`src/core/mnu_defs.svh`:
```
// Purpose: named constants for the menu mode controller
// Assumes: 16-bit cpu address, 8-bit data, 200 MHz system clock
// Notes:   offsets are byte addresses on the host cpu bus
`ifndef MNU_DEFS_SVH
`define MNU_DEFS_SVH

// register addresses
`define MNU_CFG_PAGE     12'hD0F
`define MNU_REG_CART     16'hD0F0
`define MNU_REG_PORT     16'hD0F1
`define MNU_REG_RAMEXP   16'hD0F5
`define MNU_REG_EXTRA    16'hD0FA
`define MNU_REG_STATUS   16'hD0FD
`define MNU_REG_CMD      16'hD0FE
`define MNU_REG_CFGDIS   16'hD0FF

// command and read values
`define MNU_CMD_MENU     8'h20
`define MNU_CMD_RST_A    8'hA5
`define MNU_CMD_RST_B    8'hA6
`define MNU_RTI_OP       8'h40
`define MNU_READ_IDLE    8'hFF
`define MNU_CORE_VER     8'h5A
`define MNU_CART_OFF     8'h00

// field positions
`define MNU_EXTRA_BIT    5
`define MNU_MEMCARD_BIT  2
`define MNU_RAMEXP_BIT   7
`define MNU_STAT_MENU    0
`define MNU_STAT_CFG     1
`define MNU_STAT_EXTRA   2

// memory map
`define MNU_EXTRA_PAGE   8'hD7
`define MNU_IO_NIB       4'hD
`define MNU_C_NIB        4'hC
`define MNU_CHAR_NIB_LO  4'h1
`define MNU_CHAR_NIB_HI  4'h9
`define MNU_CHAR_BANK    8'h1D
`define MNU_SUBST_BASE   8'h20
`define MNU_KEEP_IDX     3'h6

// freeze hold timing
`define MNU_HOLD_MS      700
`define MNU_CLK_KHZ      200000
`define MNU_HOLD_CYC     (`MNU_HOLD_MS * `MNU_CLK_KHZ)
`define MNU_HOLD_W       28

`endif

```
`src/core/mnu_pkg.sv`:
```
// Purpose: shared types of the menu mode controller
// Assumes: used together with mnu_defs.svh
// Notes:   types only, constants live in the header
package mnu_pkg;

    // menu mode state
    typedef enum logic {
        MNU_OFF = 1'b0,
        MNU_ON  = 1'b1
    } mnu_state_e;

    // target of a cpu access
    typedef enum logic [1:0] {
        MNU_SEL_NORM  = 2'b00,
        MNU_SEL_SUBST = 2'b01,
        MNU_SEL_IO    = 2'b10,
        MNU_SEL_EXTRA = 2'b11
    } mnu_sel_e;

endpackage

```
`src/core/mnu_hold_timer.sv`:
```
// Purpose: freeze button hold timer, one pulse per long press
// Assumes: button pin is asynchronous and active low
// Notes:   fires when held strictly longer than HOLD_CYCLES
`timescale 1ns/1ps
`include "mnu_defs.svh"
module mnu_hold_timer #(
    parameter int unsigned HOLD_CYCLES = `MNU_HOLD_CYC
) (
    // clock and reset
    input  wire logic i_clk_sys,
    input  wire logic i_rst,
    // button and trigger
    input  wire logic i_freeze_n,
    output logic      o_fire
);

    localparam logic [`MNU_HOLD_W-1:0] HOLD_LIM = `MNU_HOLD_W'(HOLD_CYCLES);

    logic                   sync1_q;
    logic                   sync2_q;
    logic [`MNU_HOLD_W-1:0] cnt_q;
    logic [`MNU_HOLD_W-1:0] cnt_d;
    logic                   done_q;
    logic                   done_d;
    logic                   fire_q;
    logic                   fire_d;

    // count while pressed, restart on release, fire once
    always_comb begin
        cnt_d  = cnt_q;
        done_d = done_q;
        fire_d = 1'b0;
        if (sync2_q) begin
            cnt_d  = '0;
            done_d = 1'b0;
        end else if (!done_q) begin
            cnt_d = cnt_q + 1'b1;
            if (cnt_q == HOLD_LIM) begin
                fire_d = 1'b1;
                done_d = 1'b1;
            end
        end
    end

    // two-stage pin sync and timer state
    always_ff @(posedge i_clk_sys or posedge i_rst) begin
        if (i_rst) begin
            sync1_q <= 1'b1;
            sync2_q <= 1'b1;
            cnt_q   <= '0;
            done_q  <= 1'b0;
            fire_q  <= 1'b0;
        end else begin
            sync1_q <= i_freeze_n;
            sync2_q <= sync1_q;
            cnt_q   <= cnt_d;
            done_q  <= done_d;
            fire_q  <= fire_d;
        end
    end

    assign o_fire = fire_q;
endmodule // mnu_hold_timer

```
`src/core/mnu_ctrl.sv`:
```
// Purpose: menu mode controller for the cartridge emulation core
// Assumes: cpu bus on i_clk_sys, one strobe per access, config mode from core
// Notes:   all answers come one clock after the strobe
// Contract
// - menu mode active after hardware reset
// - long freeze press enters menu mode
// - command 0x20 in config mode enters menu
// - menu forces io in, port bits ignored
// - overridden config writes apply after menu exit
// - menu forces expansion on, cartridges off
// - seven substitute 8K banks replace memory
// - C000 to CFFF keeps bank 0x0C
// - video uses substitutes, char fetches bank 0x1D
// - video C000 to DFFF uses banks 0C/0D
// - menu without config: others read 0xFF
// - command writes accepted while in menu
// - bit five maps extra area, persists
// - extra area wins over second sound chip
// - config disable reads 0x40 when visible
// - config disable read exits, fetch restores
// - C000 to CFFF mapping unchanged across switch
// - command A5 or A6 soft resets, exits
`timescale 1ns/1ps
`include "mnu_defs.svh"
module mnu_ctrl
    import mnu_pkg::*;
#(
    parameter int unsigned HOLD_CYCLES = `MNU_HOLD_CYC
) (
    // clock and reset
    input  wire logic        i_clk_sys,
    input  wire logic        i_rst,
    // host cpu bus
    input  wire logic        i_cpu_strobe,
    input  wire logic        i_cpu_rnw,
    input  wire logic        i_cpu_sync,
    input  wire logic [15:0] i_cpu_addr,
    input  wire logic [7:0]  i_cpu_wdata,
    output logic      [7:0]  o_cpu_rdata,
    output logic             o_cpu_rhit,
    // cpu memory map
    input  wire logic        i_port_io,
    output mnu_sel_e         o_cpu_sel,
    output logic      [7:0]  o_cpu_bank,
    output logic             o_cpu_map_vld,
    // video fetch map
    input  wire logic        i_vid_strobe,
    input  wire logic [15:0] i_vid_addr,
    output logic      [7:0]  o_vid_bank,
    output logic             o_vid_subst,
    output logic             o_vid_vld,
    // mode and overrides
    input  wire logic        i_cfg_mode,
    input  wire logic        i_freeze_n,
    output logic             o_menu_active,
    output logic             o_soft_reset,
    output logic      [7:0]  o_cart_mode,
    output logic             o_ramexp_on,
    output logic             o_memcard_on,
    output logic             o_extra_en,
    output logic             o_sid2_block
);

    mnu_state_e menu_q;
    mnu_state_e menu_d;
    logic [7:0] cart_q;
    logic [7:0] cart_d;
    logic [7:0] port_q;
    logic [7:0] port_d;
    logic [7:0] ramexp_q;
    logic [7:0] ramexp_d;
    logic [7:0] extra_q;
    logic [7:0] extra_d;
    logic       srst_q;
    logic       srst_d;
    logic [7:0] rdata_q;
    logic [7:0] rdata_d;
    logic       rhit_q;
    logic       rhit_d;
    mnu_sel_e   sel_q;
    mnu_sel_e   sel_d;
    logic [7:0] bank_q;
    logic [7:0] bank_d;
    logic       map_vld_q;
    logic [7:0] vbank_q;
    logic [7:0] vbank_d;
    logic       vsub_q;
    logic       vsub_d;
    logic       vvld_q;
    logic [7:0] cart_o_q;
    logic       ramexp_o_q;
    logic       memcard_o_q;

    logic       fire;
    logic       in_menu;
    logic       visible;
    logic       rd;
    logic       wr;
    logic       cfgdis_rd;
    logic       cmd_wr;
    logic       menu_eff;
    logic [3:0] nib;
    logic [2:0] idx;
    logic [3:0] vnib;
    logic [2:0] vidx;

    // freeze button hold detection
    mnu_hold_timer #(
        .HOLD_CYCLES (HOLD_CYCLES)
    ) u_hold (
        .i_clk_sys  (i_clk_sys),
        .i_rst      (i_rst),
        .i_freeze_n (i_freeze_n),
        .o_fire     (fire)
    );

    // access decode
    assign in_menu   = (menu_q == MNU_ON);
    assign visible   = in_menu | i_cfg_mode;
    assign rd        = i_cpu_strobe & i_cpu_rnw;
    assign wr        = i_cpu_strobe & ~i_cpu_rnw;
    assign cfgdis_rd = rd & (i_cpu_addr == `MNU_REG_CFGDIS);
    assign cmd_wr    = wr & (i_cpu_addr == `MNU_REG_CMD) & visible;
    assign menu_eff  = in_menu & ~(cfgdis_rd & i_cpu_sync);
    assign nib       = i_cpu_addr[15:12];
    assign idx       = i_cpu_addr[15:13];
    assign vnib      = i_vid_addr[15:12];
    assign vidx      = i_vid_addr[15:13];

    // menu state and configuration registers
    always_comb begin
        menu_d   = menu_q;
        cart_d   = cart_q;
        port_d   = port_q;
        ramexp_d = ramexp_q;
        extra_d  = extra_q;
        srst_d   = 1'b0;
        if (cfgdis_rd) begin
            menu_d = MNU_OFF;
        end
        if (cmd_wr && (i_cpu_wdata == `MNU_CMD_RST_A || i_cpu_wdata == `MNU_CMD_RST_B)) begin
            srst_d = 1'b1;
            menu_d = MNU_OFF;
        end
        if (fire || (cmd_wr && i_cpu_wdata == `MNU_CMD_MENU)) begin
            menu_d = MNU_ON;
        end
        if (wr && i_cfg_mode) begin
            unique case (i_cpu_addr)
                `MNU_REG_CART:   cart_d   = i_cpu_wdata;
                `MNU_REG_PORT:   port_d   = i_cpu_wdata;
                `MNU_REG_RAMEXP: ramexp_d = i_cpu_wdata;
                `MNU_REG_EXTRA:  extra_d  = i_cpu_wdata;
                default: ;
            endcase
        end
    end

    always_ff @(posedge i_clk_sys or posedge i_rst) begin
        if (i_rst) begin
            menu_q   <= MNU_ON;
            cart_q   <= `MNU_CART_OFF;
            port_q   <= 8'h00;
            ramexp_q <= 8'h00;
            extra_q  <= 8'h00;
            srst_q   <= 1'b0;
        end else begin
            menu_q   <= menu_d;
            cart_q   <= cart_d;
            port_q   <= port_d;
            ramexp_q <= ramexp_d;
            extra_q  <= extra_d;
            srst_q   <= srst_d;
        end
    end

    // read answers and memory map for each strobe
    always_comb begin
        rdata_d = `MNU_READ_IDLE;
        rhit_d  = 1'b0;
        if (rd && i_cpu_addr[15:4] == `MNU_CFG_PAGE && visible) begin
            rhit_d = 1'b1;
            unique case (i_cpu_addr)
                `MNU_REG_STATUS: rdata_d = {5'h00, extra_q[`MNU_EXTRA_BIT],
                                            i_cfg_mode, in_menu};
                `MNU_REG_CFGDIS: rdata_d = `MNU_RTI_OP;
                `MNU_REG_CART:   rdata_d = i_cfg_mode ? cart_q : `MNU_READ_IDLE;
                `MNU_REG_PORT:   rdata_d = i_cfg_mode ? port_q : `MNU_READ_IDLE;
                `MNU_REG_RAMEXP: rdata_d = i_cfg_mode ? ramexp_q : `MNU_READ_IDLE;
                `MNU_REG_EXTRA:  rdata_d = i_cfg_mode ? extra_q : `MNU_READ_IDLE;
                `MNU_REG_CMD:    rdata_d = i_cfg_mode ? `MNU_CORE_VER : `MNU_READ_IDLE;
                default:         rdata_d = `MNU_READ_IDLE;
            endcase
        end
        // cpu side mapping
        sel_d  = MNU_SEL_NORM;
        bank_d = {4'h0, nib};
        if (i_cpu_addr[15:8] == `MNU_EXTRA_PAGE && extra_q[`MNU_EXTRA_BIT]) begin
            sel_d = MNU_SEL_EXTRA;
        end else if (nib == `MNU_IO_NIB && (menu_eff || i_port_io)) begin
            sel_d = MNU_SEL_IO;
        end else if (menu_eff && idx != `MNU_KEEP_IDX) begin
            sel_d  = MNU_SEL_SUBST;
            bank_d = `MNU_SUBST_BASE + {5'h00, idx};
        end
        // video side mapping
        vsub_d  = 1'b0;
        vbank_d = {4'h0, vnib};
        if (in_menu) begin
            if (vnib == `MNU_CHAR_NIB_LO || vnib == `MNU_CHAR_NIB_HI) begin
                vbank_d = `MNU_CHAR_BANK;
            end else if (vidx != `MNU_KEEP_IDX) begin
                vsub_d  = 1'b1;
                vbank_d = `MNU_SUBST_BASE + {5'h00, vidx};
            end
        end
    end

    always_ff @(posedge i_clk_sys or posedge i_rst) begin
        if (i_rst) begin
            rdata_q     <= `MNU_READ_IDLE;
            rhit_q      <= 1'b0;
            sel_q       <= MNU_SEL_NORM;
            bank_q      <= 8'h00;
            map_vld_q   <= 1'b0;
            vbank_q     <= 8'h00;
            vsub_q      <= 1'b0;
            vvld_q      <= 1'b0;
            cart_o_q    <= `MNU_CART_OFF;
            ramexp_o_q  <= 1'b0;
            memcard_o_q <= 1'b0;
        end else begin
            rdata_q     <= rdata_d;
            rhit_q      <= rhit_d;
            map_vld_q   <= i_cpu_strobe;
            vvld_q      <= i_vid_strobe;
            if (i_cpu_strobe) begin
                sel_q  <= sel_d;
                bank_q <= bank_d;
            end
            if (i_vid_strobe) begin
                vbank_q <= vbank_d;
                vsub_q  <= vsub_d;
            end
            // overrides while in menu, stored values afterwards
            cart_o_q    <= in_menu ? `MNU_CART_OFF : cart_q;
            ramexp_o_q  <= in_menu | ramexp_q[`MNU_RAMEXP_BIT];
            memcard_o_q <= in_menu | port_q[`MNU_MEMCARD_BIT];
        end
    end

    // outputs straight from flip-flops
    assign o_cpu_rdata   = rdata_q;
    assign o_cpu_rhit    = rhit_q;
    assign o_cpu_sel     = sel_q;
    assign o_cpu_bank    = bank_q;
    assign o_cpu_map_vld = map_vld_q;
    assign o_vid_bank    = vbank_q;
    assign o_vid_subst   = vsub_q;
    assign o_vid_vld     = vvld_q;
    assign o_menu_active = menu_q;
    assign o_soft_reset  = srst_q;
    assign o_cart_mode   = cart_o_q;
    assign o_ramexp_on   = ramexp_o_q;
    assign o_memcard_on  = memcard_o_q;
    assign o_extra_en    = extra_q[`MNU_EXTRA_BIT];
    assign o_sid2_block  = extra_q[`MNU_EXTRA_BIT];
endmodule // mnu_ctrl

```
`config.mk`:
```
export PLATFORM = sky130hd
export DESIGN_NAME = mnu_ctrl
export DESIGN_NICKNAME = d
export VERILOG_FILES = /design/src/core/mnu_pkg.sv /design/src/core/mnu_hold_timer.sv /design/src/core/mnu_ctrl.sv
export VERILOG_INCLUDE_DIRS = /design/src /design/src/core
export SDC_FILE = /design/constraint.sdc
export NUM_CORES = 1
export LEC_CHECK = 0
export ABC_CLOCK_PERIOD_IN_PS = 5930
export BUFFER_PORTS_ARGS = -buffer_cell sky130_fd_sc_hd__buf_2
export CELL_PAD_IN_SITES_DETAIL_PLACEMENT = 1
export CELL_PAD_IN_SITES_GLOBAL_PLACEMENT = 2
export CORE_ASPECT_RATIO = 1.2
export CORE_MARGIN = 8
export CORE_UTILIZATION = 38
export CTS_CLUSTER_DIAMETER = 30
export DETAILED_ROUTE_END_ITERATION = 10
export PLACE_DENSITY_LB_ADDON = 0.1
export SETUP_SLACK_MARGIN = 0.02
export SYNTH_ARGS = -nofsm -noshare
export SYNTH_HDL_FRONTEND = slang
export SYNTH_HIERARCHICAL = 1
export SYNTH_SLANG_ARGS = --single-unit
```
`constraint.sdc`:
```
create_clock -name i_clk_sys -period 5.93 [get_ports i_clk_sys]
set_clock_uncertainty 0.05 [all_clocks]
set_input_delay 0.593 -clock i_clk_sys [delete_from_list [all_inputs] [get_ports i_clk_sys]]
set_output_delay 0.593 -clock i_clk_sys [all_outputs]
set_load 0.02 [all_outputs]
```
# After elaboration in Yosys (flattened, before gate mapping)
# Index checks and enable logic that the tools add are counted.
totals:
  regBits: 106
  in_bits: 49
  out_inout_bits: 44
  wordCells: 105
op_classes:
  add_sub_neg: 3
  n_eq_ne: 19
  muxes: 32
  bitwise_logic: 12
  n_reduce_logical: 17
ops:
  columns: ["op", "n"]
  rows:
  - ["== test 16 bit (second input constant)", 7]
  - ["2-to-1 mux 28 bit", 2]
  - ["2-to-1 mux 8 bit", 7]
  - ["one-hot mux 8 bit (7 select lines)", 1]
  - ["2-to-1 mux 7 bit", 6]
  - ["adder 28 x 1 -> 28 bit (second input constant)", 1]
  - ["== test 28 bit (second input constant)", 1]
  - ["== test 8 bit (second input constant)", 3]
  - ["adder 6 x 3 -> 7 bit (first input constant)", 2]
  - ["2-to-1 mux 1 bit", 14]
  - ["== test 12 bit (second input constant)", 1]
  - ["== test 4 bit (second input constant)", 2]
  - ["== test 8 x 6 -> 1 bit (second input constant)", 1]
  - ["logical AND 1 bit", 8]
  - ["AND reduction 2 bit", 4]
  - ["AND 1 bit", 7]
  - ["inequality test 3 bit (second input constant)", 2]
  - ["== test 4 x 1 -> 1 bit (second input constant)", 1]
  - ["logical OR 1 bit", 4]
  - ["2-to-1 mux 2 bit", 2]
  - ["bitwise OR 1 bit", 3]
  - ["nonzero test 3 bit", 1]
  - ["inequality test 2 x 1 -> 1 bit (second input constant)", 1]
  - ["inverter 1 bit", 2]

# Longest topological paths before layout
depth:
  depth_word: 9
  depth_mapped: 7
  ltp_nobuf: 6

# By module
# Netlist, hierarchy kept.
by_module_without_submodules:
  columns: ["module", "instances", "cells_per_inst", "area_per_inst_um2", "seq_area_each_um2"]
  rows:
  - ["mnu_ctrl", 1, 295, 3308.2, 1712.9]
  - ["mnu_hold_timer", 1, 184, 1749.2, 803.3]

# Least setup slack after synthesis
# Ideal clock, no wire load.
synth_timing:
  kind: "in2reg"
  start: "in i_cpu_addr[10]"
  end: "reg port_q[0]"
  arrival_time_ns: 1.918
  required_ns: 5.755
  slack_ns: 3.837
  cell_stages: 7
  n_path_buf: 2
  path_cell_list: "and4b_1 > and4_1 > buf_4 > and3_1 > buf_6 > nand3b_4 > mux2_4"
synth_via:
  elab_chain_cells: 2
synth_lines:
  columns: ["item", "line_no", "text"]
  rows:
  - ["start, declared", "mnu_ctrl.sv:37", "input wire logic [15:0] i_cpu_addr,"]
  - ["== test 16 bit", "mnu_ctrl.sv:149", "unique case (i_cpu_addr)"]
  - ["AND reduction 2 bit (no line)", null, null]
  - ["end signal, assigned", "mnu_ctrl.sv:170", "port_q <= port_d;"]
  - ["end, declared", "mnu_ctrl.sv:68", "logic [7:0] port_q;"]
# No other way between the ends.
# A chain may end at the register's enable or synchronous reset.

# Worst setup path after layout
layout_timing:
  start: "reg u_hold.sync2_q"
  end: "reg u_hold.cnt_q[13]"
layout_via:
  elab_chain_cells: 1
layout_lines:
  columns: ["item", "line_no", "text"]
  rows:
  - ["start, declared", "mnu_hold_timer.sv:20", "logic sync2_q;"]
  - ["start signal, assigned", "mnu_hold_timer.sv:55", "sync2_q <= sync1_q;"]
  - ["inequality test 2 x 1 -> 1 bit (no line) / 2-to-1 mux 28 bit (equally long branches)", null, null]
  - ["end signal, assigned", "mnu_hold_timer.sv:56", "cnt_q <= cnt_d;"]
  - ["end, declared", "mnu_hold_timer.sv:21", "logic [`MNU_HOLD_W-1:0] cnt_q;"]
# Parallel ways exist; a longest one is shown, timed or not.

==> run summary <==
In this run the worst hold path is classified as input pin to register. Broken down by cell family, the worst path's largest delay share belongs to simple AND/OR/NAND/NOR gates. Worst stage delay on the critical path: 0.97 ns. The initial antenna violation count was 0; the share of the synthesized area in the top cell type was 0.440.

The final count of hold timing violations was 0. Total power for the finished layout comes to 0.00141 W. For the number of clock sinks, the log shows 100. For the total number of placement rows, the log shows 46. The mean instance size in the synthesized netlist was 10.6 sq um; the remaining max-slew budget at the tightest pin was 0.411. For the finished layout, the period the worst path requires is 2.89 ns. The logs give 0.819 for the weighted congestion reported at the end of routability-driven placement and 1511 for the number of filler cells placed in the layout. The share of cells above drive strength 1 came out at 0.283. The H-tree was split into 3 levels.

The post-synthesis mux area share was 0.105. The logs give 13900 microns for the final wirelength and 0.35 ns for the later-pin clock latency in the skew report. For the highest ir drop seen on vdd, the log shows 0.108 mV.

For this run, design rule violations remaining after detail routing come to 0. Buffers inserted during clock tree synthesis total 9. The tools report the die area as 0.0173 sq mm. The critical path goes through nand2b_1 > nand3_1 > or4_2 > a21oi_1. The total routing resource utilization after global routing was 0.168.

Before antenna repair, the detailed router went through 6 iterations. For this design, the CTS-stage hold fixing added 0 buffers. The average detailed-routed wire length per instance is 19.4 microns. The detailed router finished its first iteration with 122 violations.

The critical path in this run is classified as register to register. TritonCTS built the clock tree. Yosys printed 6 warnings. The tools report the number of inserted diodes as 0. The ratio of final minimum period to clock period is 0.487. The most common cell in the synthesized netlist is sky130_fd_sc_hd__dfrtp_1. The run gives 0.498 as the sequential share of the synthesized area.

For the final routed database, the setup TNS stands at 0 ns. The commonest cells after synthesis are sky130_fd_sc_hd__dfrtp_1, sky130_fd_sc_hd__nor2_1, sky130_fd_sc_hd__mux2_2. The area of the mapped netlist was 0.00506 sq mm. Buffers added to address setup during post-CTS repair amount to 0. The worst-case register-to-register setup slack is 3.04 ns. During placement, the flow inserted port buffers numbering 75.

After synthesis, the largest family of logic cells by area is simple AND/OR/NAND/NOR gates. Relative to the synthesized area, the layout overhead comes to 14.7%. The die is 142 microns tall. Setup violations remaining at the end of the flow were counted as 0.

The run gives 0.442 as the final core utilization. Yosys mapped the design onto 66 distinct sky130hd cell types. Post-CTS repair changed the size of 0 cells. The post-synthesis xor/xnor area fraction came out at 0.0156.

The mean number of vias per cell works out to 5.55. The count of nets left with antenna violations once routing finished came out at 0. The sum of overflow across all layers after global routing was 0. In the post-synthesis netlist, the biggest area contributors are sky130_fd_sc_hd__dfrtp_1, sky130_fd_sc_hd__mux2_2, sky130_fd_sc_hd__dfstp_2, sky130_fd_sc_hd__nor2_1, sky130_fd_sc_hd__a21oi_1.

The most area-hungry cell type in the Yosys netlist was sky130_fd_sc_hd__dfrtp_1. The logs give 479 for the cell count after synthesis and 93 for the count of pins on the block boundary. Ratio of total power to cell area: 243 mW/mm^2. Required time of the critical path: 6.16 ns. The routed layout has 3968 vias. Entering global routing, the biggest net connects 69 pins. The area fraction in compound gates after synthesis was 0.105; the number of enable flip-flop cells after synthesis was 0. The post-synthesis share of cell area spent on full adders, half adders and majority gates is 0.00495. The category of the worst setup path capture point is a register. The data arrival at the endpoint of the critical path came out at 3.11 ns.

The number of max-cap violations is 0. The core region is 0.0131 sq mm. The post-synthesis async set-or-reset flop share is 1.00. The simple-gate share of the synthesized area was 0.222.

Setup repair after global routing left no endpoint under its margin. The achievable frequency came out at 346 MHz. The tools report the final HPWL from detailed placement as 10100 microns.

The top fanout value on the critical path is 36, and the initial core utilization is 0.385. Clock root buffer: sky130_fd_sc_hd__clkbuf_16. After synthesis the netlist holds a flip-flop and latch count of 100.

The tools report the via count of the first global-routing pass as 4245. The worst setup path is launched from a register. For the pin with the worst max-slew slack, the measured transition is 0.876 ns. On the critical path, the stage with the largest delay is an instance of sky130_fd_sc_hd__dfstp_2. For this design the static power due to leakage is 2.70 nW.

The worst path buffer plus inverter count was 0. For the net count reported at finish, the log shows 593. Main flop type after synthesis: sky130_fd_sc_hd__dfrtp_1.

After clock tree synthesis, the clock-pin slew on the worst setup and hold paths is 0.07 ns. For the number of buffers between clock root and the deepest sink, the log shows 2. The run finished with clean final reports. The number of max-slew violations in the final report is 0, and the first-pass GRT wire length is 22700 microns. The die extent in x works out to 121 microns.
[worst paths after layout]
check	depth (start not counted)	to	start
max in group asynchronous	3	cart_q[1]	i_rst
worst max register to register	4	u_hold/cnt_q[13]	u_hold/sync2_q
worst max-delay path	4	u_hold/cnt_q[13]	u_hold/sync2_q
worst min register to register	0	u_hold/sync2_q	u_hold/sync1_q
worst min-delay path	1	u_hold/sync1_q	i_freeze_n
min in group asynchronous	3	u_hold/cnt_q[24]	i_rst
[flip-flops by register name, summed over array words and instances, names as in the netlist, 2 cells and up]
name          cells
port_q            8
cart_q            8
o_cpu_bank        5
u_hold/cnt_q     28
o_cpu_sel         2
extra_q           8
o_vid_bank        5
o_cpu_rdata       8
o_cart_mode       8
ramexp_q          8
[layer usage]
metal  vias to the layer above  track usage  share of wire
met5                         -            0              0
met4                         0       0.0716          0.017
met3                        19       0.0270          0.039
met2                        62        0.300           0.54
met1                      2037        0.192           0.41
li1                       1850            -              -
[cell type report]
| type | count | area (sq um) | share of cell area |
|---|---|---|---|
| clock buffer | 12 | 256 | 0.0442 |
| multi-input combinational | 335 | 2310 | 0.398 |
| tap | 168 | 210 | 0.0362 |
| sequential | 100 | 2520 | 0.434 |
| timing repair buffer | 77 | 390 | 0.0673 |
| clock inverter | 4 | 47.5 | 0.00820 |
| inverter | 19 | 71.3 | 0.0123 |
[per-stage QoR]
| stage | setup WS [ns] | instances | instance area, sq um | hold slack (ns) |
|---|---|---|---|---|
| after global placement | 3.09 | 699 | 5500 | 0.297 |
| after CTS | 3.04 | 715 | 5800 | 0.272 |
| after global routing | 2.87 | 715 | 5800 | 0.281 |
| final | 3.04 | 715 | 5800 | 0.283 |
| after detailed placement | 3.06 | 699 | 5500 | 0.298 |
| after floorplan | 3.59 | 483 | 5070 | 0.295 |
[where the power goes]
part	leakage [nW]	switching (W)	internal [W]
Clock	0.149	0.000260	0.000349
Sequential	1.33	0.00000939	0.000692
Combinational	1.22	0.0000677	0.0000315
Total	2.70	0.000337	0.00107
[kinds of logic after synthesis]
group,Yosys count
mux,45
buf+inv,48
fa+ha+maj,2
flops,100
xor+xnor,9
compound gates,81
simple gates,193
other cells,1
[cells in the final DEF, fill, tap and decap left out, drive strengths merged, types with 3 or more instances in the layout]
cell type	instances
buf	77
nand4	9
or4	12
dfrtp	89
o31ai	11
o211ai	4
clkbuf	12
xor2	7
o21ai	14
mux2i	3
nor4	14
and3	8
and4	5
nand3b	3
conb	5
inv	19
nor2b	19
nor3	5
and2	8
nand2	23
nand3	21
or3	4
a22oi	3
a221o	5
nand2b	12
o22a	3
o22ai	3
mux2	42
nor2	39
a21oi	27
dfstp	11
(Power assumes the default switching activity.)
